File: config.mk
export PLATFORM = sky130hd
export DESIGN_NAME = bsc_sine_pwm
export DESIGN_NICKNAME = d
export VERILOG_FILES = /design/src/design/bsc_pkg.sv /design/src/design/bsc_dead_band.sv /design/src/design/bsc_sine_pwm.sv
export SDC_FILE = /design/constraint.sdc
export NUM_CORES = 1
export LEC_CHECK = 0
export BUFFER_PORTS_ARGS = -buffer_cell sky130_fd_sc_hd__buf_2
export CORE_MARGIN = 2
export CORE_UTILIZATION = 40
export CTS_CLUSTER_DIAMETER = 120
export DETAILED_ROUTE_END_ITERATION = 8
export PLACE_DENSITY = 0.53
export SETUP_SLACK_MARGIN = 0.4
export SLEW_MARGIN = 25
export SYNTH_ARGS = -nofsm -noshare
export SYNTH_HDL_FRONTEND = slang
export SYNTH_SLANG_ARGS = --single-unit
File: constraint.sdc
create_clock -name clk -period 24.9 [get_ports clk]
set_input_delay 4.98 -clock clk [delete_from_list [all_inputs] [get_ports clk]]
set_output_delay 4.98 -clock clk [all_outputs]
set_load 0.005 [all_outputs]
File: src/design/bsc_pkg.sv
// Constants shared by the sine-PWM brushless controller
package bsc_pkg;

	// ************************************************
	// Register map
	// ************************************************
	localparam logic [7:0]  ADDR_CTRL       = 8'h00;
	localparam logic [7:0]  ADDR_STATUS     = 8'h04;
	localparam int          CTRL_DIR_BIT    = 0;
	localparam int          CTRL_POL_BIT    = 1;
	localparam int          CTRL_DEAD_BIT   = 2;
	localparam int          CTRL_ADV_LSB    = 3;
	localparam int          CTRL_AMP_LSB    = 8;
	localparam logic [31:0] CTRL_RESET      = 32'h0000_0004;
	localparam logic [2:0]  PHASE_OFF_RESET = 3'h7; // Idle gate level for the active-low reset polarity
	localparam int          STAT_BACK_BIT   = 3;
	localparam int          STAT_BLOCK_BIT  = 4;
	localparam int          STAT_PULSE_BIT  = 5;
	localparam int          STAT_OVC_BIT    = 6;
	localparam int          STAT_HALT_BIT   = 7;

	// ************************************************
	// Timing
	// ************************************************
	localparam int          CLK_MHZ         = 200;
	localparam int          CARRIER_PERIOD  = 252;
	localparam logic [6:0]  CARRIER_TOP     = 7'(CARRIER_PERIOD / 2 - 1);
	localparam int          DEAD_LONG_NS    = 3800;
	localparam int          DEAD_SHORT_NS   = 2600;
	localparam logic [9:0]  DEAD_LONG_CYC   = 10'((DEAD_LONG_NS * CLK_MHZ + 999) / 1000);
	localparam logic [9:0]  DEAD_SHORT_CYC  = 10'((DEAD_SHORT_NS * CLK_MHZ + 999) / 1000);

	// ************************************************
	// Electrical angle, 192 units per turn (1.875 deg each)
	// ************************************************
	localparam int          ANGLE_TURN      = 192;
	localparam int          SECTOR_SPAN     = 32;
	localparam int          QUARTER_TURN    = 48;
	localparam int          PHASE_SHIFT     = 64;
	localparam logic [6:0]  MOD_MID         = 7'd63;

	typedef enum logic [1:0] {
		BSC_IDLE  = 2'b00,
		BSC_DEAD  = 2'b01,
		BSC_DRIVE = 2'b11
	} bsc_dead_state_t;

endpackage

File: src/design/bsc_dead_band.sv
// Dead-time inserter for one complementary phase pair
`timescale 1ns/1ps
module bsc_dead_band
(
	input  wire logic       clk,
	input  wire logic       rst_b,
	input  wire logic       wantUpper,
	input  wire logic       block,
	input  wire logic [9:0] deadCycles,
	output logic            upperOn,
	output logic            lowerOn
);

	bsc_pkg::bsc_dead_state_t stateQ;
	logic [9:0]               countQ;
	logic                     sideQ;

	// ************************************************
	// Break-before-make sequencing
	// ************************************************
	// dead gap insertion
	always_ff @(posedge clk or negedge rst_b)
	begin
		if (!rst_b)
		begin
			stateQ  <= bsc_pkg::BSC_IDLE;
			countQ  <= 10'h000;
			sideQ   <= 1'b0;
			upperOn <= 1'b0;
			lowerOn <= 1'b0;
		end
		else if (block)
		begin
			// Restart with a full gap so release never shoots through
			stateQ  <= bsc_pkg::BSC_IDLE;
			countQ  <= 10'h000;
			upperOn <= 1'b0;
			lowerOn <= 1'b0;
		end
		else
		begin
			unique case (stateQ)
				bsc_pkg::BSC_IDLE:
				begin
					stateQ <= bsc_pkg::BSC_DEAD;
					countQ <= deadCycles;
					sideQ  <= wantUpper;
				end
				bsc_pkg::BSC_DEAD:
				begin
					if (countQ <= 10'h001)
					begin
						stateQ  <= bsc_pkg::BSC_DRIVE;
						upperOn <= sideQ;
						lowerOn <= ~sideQ;
					end
					else
						countQ <= countQ - 10'h001;
				end
				bsc_pkg::BSC_DRIVE:
				begin
					if (wantUpper != sideQ)
					begin
						stateQ  <= bsc_pkg::BSC_DEAD;
						countQ  <= deadCycles;
						sideQ   <= wantUpper;
						upperOn <= 1'b0;
						lowerOn <= 1'b0;
					end
				end
				default:
					stateQ <= bsc_pkg::BSC_IDLE;
			endcase
		end
	end

endmodule // bsc_dead_band

File: src/design/bsc_sine_pwm.sv
// Sine-PWM brushless controller top with APB registers
`timescale 1ns/1ps
module bsc_sine_pwm
#(
	parameter int TIMER_W = 20
)
(
	input  wire logic        clk,
	input  wire logic        rst_b,
	input  wire logic [7:0]  paddr,
	input  wire logic        psel,
	input  wire logic        penable,
	input  wire logic        pwrite,
	input  wire logic [31:0] pwdata,
	output logic      [31:0] prdata,
	output logic             pready,
	output logic             pslverr,
	input  wire logic        rotorPosition1,
	input  wire logic        rotorPosition2,
	input  wire logic        rotorPosition3,
	input  wire logic        haltInput_n,
	input  wire logic        overcurrentSense,
	output logic      [2:0]  phaseUpper,
	output logic      [2:0]  phaseLower,
	output logic             speedPulseOutput,
	output logic             backwardSpinFlag
);

	// ************************************************
	// Helper functions
	// ************************************************
	// Hall code to sector 0..5, forward order; 7 marks an illegal code
	function automatic logic [2:0] hallSector(input logic [2:0] h);
		unique case (h)
			3'b101:  hallSector = 3'h0;
			3'b100:  hallSector = 3'h1;
			3'b110:  hallSector = 3'h2;
			3'b010:  hallSector = 3'h3;
			3'b011:  hallSector = 3'h4;
			3'b001:  hallSector = 3'h5;
			default: hallSector = 3'h7;
		endcase
	endfunction

	// Fold any small signed sum into one turn
	function automatic logic [7:0] wrapAngle(input int a);
		int r;
		r = (a + 2 * bsc_pkg::ANGLE_TURN) % bsc_pkg::ANGLE_TURN;
		wrapAngle = 8'(r);
	endfunction

	// Parabolic sine: 63 +/- scaled half-wave, range 1..125
	function automatic logic [6:0] sineLevel(input logic [7:0] ang, input logic [7:0] amp);
		logic [7:0]  x;
		logic [11:0] s;
		logic [22:0] p;
		logic [6:0]  m;
		x = (ang >= 8'd96) ? ang - 8'd96 : ang;
		s = 12'(x * (8'd96 - x));
		p = 23'(s * amp * 7);
		m = 7'(p >> 16);
		sineLevel = (ang >= 8'd96) ? bsc_pkg::MOD_MID - m : bsc_pkg::MOD_MID + m;
	endfunction

	// ************************************************
	// Input synchronisers
	// ************************************************
	logic [4:0] syncAQ;
	logic [4:0] syncBQ;

	// Pins are asynchronous to clk, two flops each
	always_ff @(posedge clk or negedge rst_b)
	begin
		if (!rst_b)
		begin
			syncAQ <= 5'h00;
			syncBQ <= 5'h00;
		end
		else
		begin
			syncAQ <= {overcurrentSense, haltInput_n, rotorPosition1, rotorPosition2, rotorPosition3};
			syncBQ <= syncAQ;
		end
	end

	logic [2:0] hall;
	logic       haltOk;
	logic       overCurrent;
	assign hall        = syncBQ[2:0];
	assign haltOk      = syncBQ[3];
	assign overCurrent = syncBQ[4];

	// ************************************************
	// APB register file
	// ************************************************
	logic [31:0] ctrlQ;
	logic        setupPhase;
	logic        addrOk;
	logic [31:0] statusWord;
	logic [2:0]  sectorQ;
	logic        blockQ;
	logic        backQ;

	assign setupPhase = psel & ~penable;
	assign addrOk     = (paddr == bsc_pkg::ADDR_CTRL) | (paddr == bsc_pkg::ADDR_STATUS);
	assign statusWord = {24'h000000, ~haltOk, overCurrent, speedPulseOutput, blockQ, backQ, sectorQ};

	// Control writes land on the access edge
	always_ff @(posedge clk or negedge rst_b)
	begin
		if (!rst_b)
			ctrlQ <= bsc_pkg::CTRL_RESET;
		else if (psel && penable && pready && pwrite && paddr == bsc_pkg::ADDR_CTRL)
			ctrlQ <= pwdata;
	end

	// Answer in the first access cycle; read data captured at setup
	always_ff @(posedge clk or negedge rst_b)
	begin
		if (!rst_b)
		begin
			pready  <= 1'b0;
			pslverr <= 1'b0;
			prdata  <= 32'h0000_0000;
		end
		else
		begin
			pready  <= setupPhase;
			pslverr <= setupPhase & ~addrOk;
			if (setupPhase && !pwrite)
				prdata <= (paddr == bsc_pkg::ADDR_CTRL) ? ctrlQ
				        : (paddr == bsc_pkg::ADDR_STATUS) ? statusWord : 32'h0000_0000;
		end
	end

	logic       dirRev;
	logic       polHigh;
	logic       deadShort;
	logic [4:0] advance;
	logic [7:0] amplitude;
	logic [9:0] deadCycles;
	assign dirRev    = ctrlQ[bsc_pkg::CTRL_DIR_BIT];
	assign polHigh   = ctrlQ[bsc_pkg::CTRL_POL_BIT];
	assign deadShort = ctrlQ[bsc_pkg::CTRL_DEAD_BIT];
	assign advance   = ctrlQ[bsc_pkg::CTRL_ADV_LSB +: 5];
	assign amplitude = ctrlQ[bsc_pkg::CTRL_AMP_LSB +: 8];
	assign deadCycles = deadShort ? bsc_pkg::DEAD_SHORT_CYC : bsc_pkg::DEAD_LONG_CYC;

	// ************************************************
	// Triangular carrier
	// ************************************************
	logic [6:0] carrierQ;
	logic       carrierDownQ;

	// up 126 steps, down 126 steps
	always_ff @(posedge clk or negedge rst_b)
	begin
		if (!rst_b)
		begin
			carrierQ     <= 7'h00;
			carrierDownQ <= 1'b0;
		end
		else if (!carrierDownQ)
		begin
			if (carrierQ == bsc_pkg::CARRIER_TOP)
				carrierDownQ <= 1'b1;
			else
				carrierQ <= carrierQ + 7'h01;
		end
		else
		begin
			if (carrierQ == 7'h00)
				carrierDownQ <= 1'b0;
			else
				carrierQ <= carrierQ - 7'h01;
		end
	end

	// ************************************************
	// Rotor tracking
	// ************************************************
	logic [2:0]         sectorNow;
	logic               hallBad;
	logic               hallEdge;
	logic               stepFwd;
	logic               stepRev;
	logic               measRevQ;
	logic [TIMER_W-1:0] sectorTimeQ;
	logic [TIMER_W-1:0] lastPeriodQ;
	logic [TIMER_W-1:0] subCountQ;
	logic [4:0]         fineQ;

	assign sectorNow = hallSector(hall);
	assign hallBad   = (hall == 3'b000) | (hall == 3'b111);
	assign hallEdge  = ~hallBad & (sectorNow != sectorQ);
	assign stepFwd   = sectorNow == ((sectorQ == 3'h5) ? 3'h0 : sectorQ + 3'h1);
	assign stepRev   = sectorNow == ((sectorQ == 3'h0) ? 3'h5 : sectorQ - 3'h1);

	// Sector capture and measured direction
	always_ff @(posedge clk or negedge rst_b)
	begin
		if (!rst_b)
		begin
			sectorQ  <= 3'h0;
			measRevQ <= 1'b0;
		end
		else if (haltOk && hallEdge)
		begin
			sectorQ <= sectorNow;
			if (stepFwd)
				measRevQ <= 1'b0;
			else if (stepRev)
				measRevQ <= 1'b1;
		end
	end

	// Sector duration, saturating so a stalled rotor never wraps
	always_ff @(posedge clk or negedge rst_b)
	begin
		if (!rst_b)
		begin
			sectorTimeQ <= '0;
			lastPeriodQ <= '1;
		end
		else if (!haltOk)
			sectorTimeQ <= '0;
		else if (hallEdge)
		begin
			lastPeriodQ <= sectorTimeQ;
			sectorTimeQ <= '0;
		end
		else if (sectorTimeQ != '1)
			sectorTimeQ <= sectorTimeQ + 1'b1;
	end

	// Interpolate 32 fine steps across one sector; stops at the last
	always_ff @(posedge clk or negedge rst_b)
	begin
		if (!rst_b)
		begin
			fineQ     <= 5'h00;
			subCountQ <= '0;
		end
		else if (!haltOk || hallEdge)
		begin
			fineQ     <= 5'h00;
			subCountQ <= '0;
		end
		else if (subCountQ >= (lastPeriodQ >> 5))
		begin
			subCountQ <= '0;
			if (fineQ != 5'h1f)
				fineQ <= fineQ + 5'h01;
		end
		else
			subCountQ <= subCountQ + 1'b1;
	end

	// ************************************************
	// Drive angle and modulation
	// ************************************************
	int         rotorAngle;
	logic [7:0] driveAngle;

	// field leads in the commanded direction
	// lead of a quarter turn (48 units) plus 0..31 units of 1.875 deg
	always_comb
	begin
		if (measRevQ)
			rotorAngle = int'(sectorQ) * bsc_pkg::SECTOR_SPAN + bsc_pkg::SECTOR_SPAN - 1 - int'(fineQ);
		else
			rotorAngle = int'(sectorQ) * bsc_pkg::SECTOR_SPAN + int'(fineQ);
		if (dirRev)
			driveAngle = wrapAngle(rotorAngle - bsc_pkg::QUARTER_TURN - int'(advance));
		else
			driveAngle = wrapAngle(rotorAngle + bsc_pkg::QUARTER_TURN + int'(advance));
	end

	logic [2:0] wantUpper;
	logic       blockAll;
	logic [2:0] upperOn;
	logic [2:0] lowerOn;

	assign blockAll = ~haltOk | overCurrent | hallBad;

	genvar ph;
	generate
		for (ph = 0; ph < 3; ph++)
		begin : gPhase
			logic [7:0] phAngle;
			assign phAngle       = wrapAngle(int'(driveAngle) + ph * bsc_pkg::PHASE_SHIFT);
			assign wantUpper[ph] = sineLevel(phAngle, amplitude) > carrierQ;

			bsc_dead_band uDead
			(
				.clk        (clk),
				.rst_b      (rst_b),
				.wantUpper  (wantUpper[ph]),
				.block      (blockAll),
				.deadCycles (deadCycles),
				.upperOn    (upperOn[ph]),
				.lowerOn    (lowerOn[ph])
			);
		end
	endgenerate

	// ************************************************
	// Output stage
	// ************************************************
	// polarity applied last; blocking repeated here so a block is one cycle
	always_ff @(posedge clk or negedge rst_b)
	begin
		if (!rst_b)
		begin
			phaseUpper <= bsc_pkg::PHASE_OFF_RESET;
			phaseLower <= bsc_pkg::PHASE_OFF_RESET;
			blockQ     <= 1'b1;
		end
		else
		begin
			blockQ     <= blockAll;
			phaseUpper <= polHigh ? (upperOn & {3{~blockAll}}) : ~(upperOn & {3{~blockAll}});
			phaseLower <= polHigh ? (lowerOn & {3{~blockAll}}) : ~(lowerOn & {3{~blockAll}});
		end
	end

	// xor of three halls toggles six times per turn
	always_ff @(posedge clk or negedge rst_b)
	begin
		if (!rst_b)
			speedPulseOutput <= 1'b0;
		else
			speedPulseOutput <= ^hall;
	end

	always_ff @(posedge clk or negedge rst_b)
	begin
		if (!rst_b)
		begin
			backwardSpinFlag <= 1'b0;
			backQ            <= 1'b0;
		end
		else
		begin
			backwardSpinFlag <= haltOk & (measRevQ != dirRev);
			backQ            <= haltOk & (measRevQ != dirRev);
		end
	end

endmodule // bsc_sine_pwm

==> impl_metrics.env <==
export IMPL_synth_top_cell_area_share_pct=21.1
export IMPL_die_width_um=283
export IMPL_cp_max_fo=23
export IMPL_cts_tree="done"
export IMPL_finalCritPeriodShare_pct=91.2
export IMPL_cts_root_buffer="clkbuf_16"
export IMPL_timing_setup_tns_ns=0
export IMPL_num_vias=23700
export IMPL_initial_core_util_pct=40.3
export IMPL_synth_top_area_cell="fa_1"
export IMPL_finalSetupViolCount=0
export IMPL_worstHoldPathCells=0
export IMPL_tightestPinTransition_ns=0.952
export IMPL_synth_area_sq_um=31200
export IMPL_cts_buffers=25
export IMPL_end_kind="register"
export IMPL_antenna_cells=0
export IMPL_cpPeakStageDelay_ns=0.72
export IMPL_ys_top_cells_by_area="fa_1 (21%), ha_1 (15%), dfrtp_1 (14%)"
export IMPL_status="complete, no violations"
export IMPL_wire_per_inst_um=15.6
export IMPL_finClkSkew_ns=0.0182
export IMPL_hold_path_end="syncBQ[2]"
export IMPL_cts_resized=0
export IMPL_drc=0
export IMPL_yosys_most_used_dff="dfrtp_1"
export IMPL_drt_total_wl_um=73400
export IMPL_place_congestion=0.839
export IMPL_htree_levels=1
export IMPL_clk_latency_ns=0.55
export IMPL_critPathKind="reg -> reg"
export IMPL_ff2ff_path_depth=89
export IMPL_hold_violations=0
export IMPL_syn2layout_area_growth_pct=8.13
export IMPL_overflow=0
export IMPL_async_reset_ff_share_pct=100
export IMPL_core_area_sq_um=77300
export IMPL_maxCapViolations=0
export IMPL_slew_violations=0
export IMPL_cts_setup_buffers=0
export IMPL_synth_seq_area_share_pct=16.3
export IMPL_arrival_ns=23.15
export IMPL_grt_max_degree=90
export IMPL_fmax_mhz=44.0
export IMPL_dr_pass1_iters=6
export IMPL_cts_reportedPaths_clkPinSlew_ns=0.06
export IMPL_pin_count=92
export IMPL_relSlewSlack_pct=36.2
export IMPL_synth_edf_count=0
export IMPL_dieArea_sq_um=80200
export IMPL_grt_pass1_wl_um=124000
export IMPL_cp_start_kind="register"
export IMPL_crit_slowest_cell="xnor2_1"
export IMPL_synth_warnings=0
export IMPL_rr_endpoint="gPhase[0].uDead.countQ[7]"
export IMPL_worstHoldStart="syncAQ[2]"
export IMPL_dp_hpwl_um=58600
export IMPL_hp_class="reg -> reg"
export IMPL_ant_nets=0
export IMPL_die_y_um=283
export IMPL_syn_inst=3587
export IMPL_required_ns=25.33
export IMPL_r2r_setup_slack_ns=2.18
export IMPL_grt_usage_pct=18.5
export IMPL_clkSinkCount=202
export IMPL_ys_seq_elements=202
export IMPL_reg2reg_from="measRevQ"
export IMPL_fillCellCount=7878
export IMPL_rows=102
export IMPL_io_buffers=91
export IMPL_drt_iter0_drc=1180
export IMPL_drive_gt1_share_pct=7.90
export IMPL_cts_hold_buf=0
export IMPL_min_period_ns=22.72
export IMPL_rsz0062_at_grt="false"
export IMPL_viasPerCell=5.02
export IMPL_finalNetCount=4415
export IMPL_ctsLongestPathBuffers=3
export IMPL_synth_avg_cell_area_sq_um=8.69
export IMPL_synthDistinctLibCells=100
export IMPL_grt_pass1_vias=23900
export IMPL_antenna_found_initial=0
==> critical path: cells and delay by family, from the launching register on <==
family          cells  cell delay, ns
fa+ha+maj          20            8.02
compound gates     29            7.04
simple gates       21            3.58
xor+xnor            6            1.87
buf+inv            11            0.87
flops               1            0.61
mux                 2            0.57
==> worst max-delay path by stage <==
stage	start	endpoint	slack, ns	depth (start not counted)
after floorplan	measRevQ	gPhase[0].uDead.countQ[6]	4.18	96
after global placement	measRevQ	gPhase[0].uDead.countQ[4]	2.13	89
after detailed placement	measRevQ	gPhase[0].uDead.countQ[7]	1.66	88
after CTS	measRevQ	gPhase[0].uDead.countQ[7]	1.52	88
after global routing	measRevQ	gPhase[0].uDead.countQ[8]	0.40	88
final	measRevQ	gPhase[0].uDead.countQ[7]	2.18	89
==> cells in the mapped netlist, types with 26 or more instances <==
cell type    n
o21bai_1    45
a22o_1      33
a21oi_1    153
nor3_1      60
xor2_1      67
inv_1      628
dfrtp_1    179
mux2_2      43
nand2b_1    82
ha_1       381
nand2_1    293
and3_1      27
mux2i_1     29
nand3_1     54
fa_1       329
o21ai_0    126
a21o_1      42
or3_1       26
and2_1     131
nor2_1     245
clkbuf_1    91
xnor2_1    143
nor2b_1     53
==> cell usage in the layout, fill, tap and decap left out, types with 7 or more instances in the layout <==
master,instances
or3_1,26
o21bai_1,45
o22a_1,13
clkbuf_16,25
and2_1,131
fa_1,329
inv_1,628
nand2b_1,81
a21oi_1,149
o21a_1,17
xnor2_1,143
and3_1,27
conb_1,23
buf_2,90
o21ai_0,126
a21o_1,42
dfstp_2,23
ha_1,381
a211oi_1,10
o31ai_1,21
nand4_1,15
xor2_1,67
a22o_1,33
or2_2,16
o21ai_1,7
nor3_1,58
nor2b_1,53
a31oi_1,12
nand3_1,54
nor4_1,19
mux2_2,43
clkbuf_1,7
buf_4,34
nand2_1,293
o211ai_1,12
o22ai_1,10
nor2_1,244
mux2i_1,29
dfrtp_1,179
==> through the flow <==
step	setup WS (ns)	cell area, sq um	util [%]	instances	hold slack [ns]
after floorplan	4.18	31300	-	3608	0.331
after global placement	2.13	32900	42.5	4668	0.334
after detailed placement	1.66	32900	42.5	4668	0.336
after CTS	1.52	33700	43.6	4713	0.349
after global routing	0.401	33700	43.6	4713	0.353
final	2.18	33700	43.6	4713	0.346
==> flip-flops by register name (all words and copies together) (netlist names) <==
| register | cells |
|---|---|
| pslverr | 1 |
| sectorQ | 3 |
| carrierDownQ | 1 |
| sectorTimeQ | 20 |
| gPhase.uDead.stateQ | 6 |
| syncAQ | 5 |
| gPhase.uDead.sideQ | 3 |
| prdata | 32 |
| fineQ | 5 |
| gPhase.uDead.lowerOn | 3 |
| gPhase.uDead.countQ | 30 |
| speedPulseOutput | 1 |
| blockQ | 1 |
| subCountQ | 20 |
| syncBQ | 5 |
| lastPeriodQ | 15 |
| pready | 1 |
| ctrlQ | 32 |
| phaseLower | 3 |
| backQ | 1 |
| gPhase.uDead.upperOn | 3 |
| carrierQ | 7 |
| measRevQ | 1 |
| phaseUpper | 3 |
==> per-layer routing <==
layer	vias to the layer above	global-route usage [%]	share of wire (%)
li1	11800	-	-
met1	11600	25.6	48
met2	243	32.1	48
met3	51	1.38	2.2
met4	0	3.03	1.4
met5	-	0	0
==> final cells by class <==
| cell class | instances | area, sq um | share of cell area (%) |
|---|---|---|---|
| Tap cell | 1040 | 1300 | 3.86 |
| Multi-Input combinational cell | 2671 | 23500 | 69.6 |
| Timing Repair Buffer | 125 | 721 | 2.14 |
| Clock buffer | 34 | 679 | 2.01 |
| Sequential cell | 202 | 5080 | 15.1 |
| Clock inverter | 11 | 113 | 0.334 |
| Inverter | 630 | 2360 | 7.01 |
==> logic make-up (layout without fill, tap and decap cells) <==
group | count (synthesis) | in the layout | share of synthesized area, %
buf+inv | 735 | 800 | 8.91
fa+ha+maj | 711 | 711 | 36.4
simple gates | 1062 | 1062 | 16.8
xor+xnor | 219 | 219 | 6.43
mux | 72 | 72 | 2.48
compound gates | 584 | 584 | 12.6
flops | 202 | 202 | 16.3
other cells | 2 | 23 | 0.0241
Power is not shown: default switching activity piles up to over one toggle a cycle in this logic, so the estimate is an artifact.
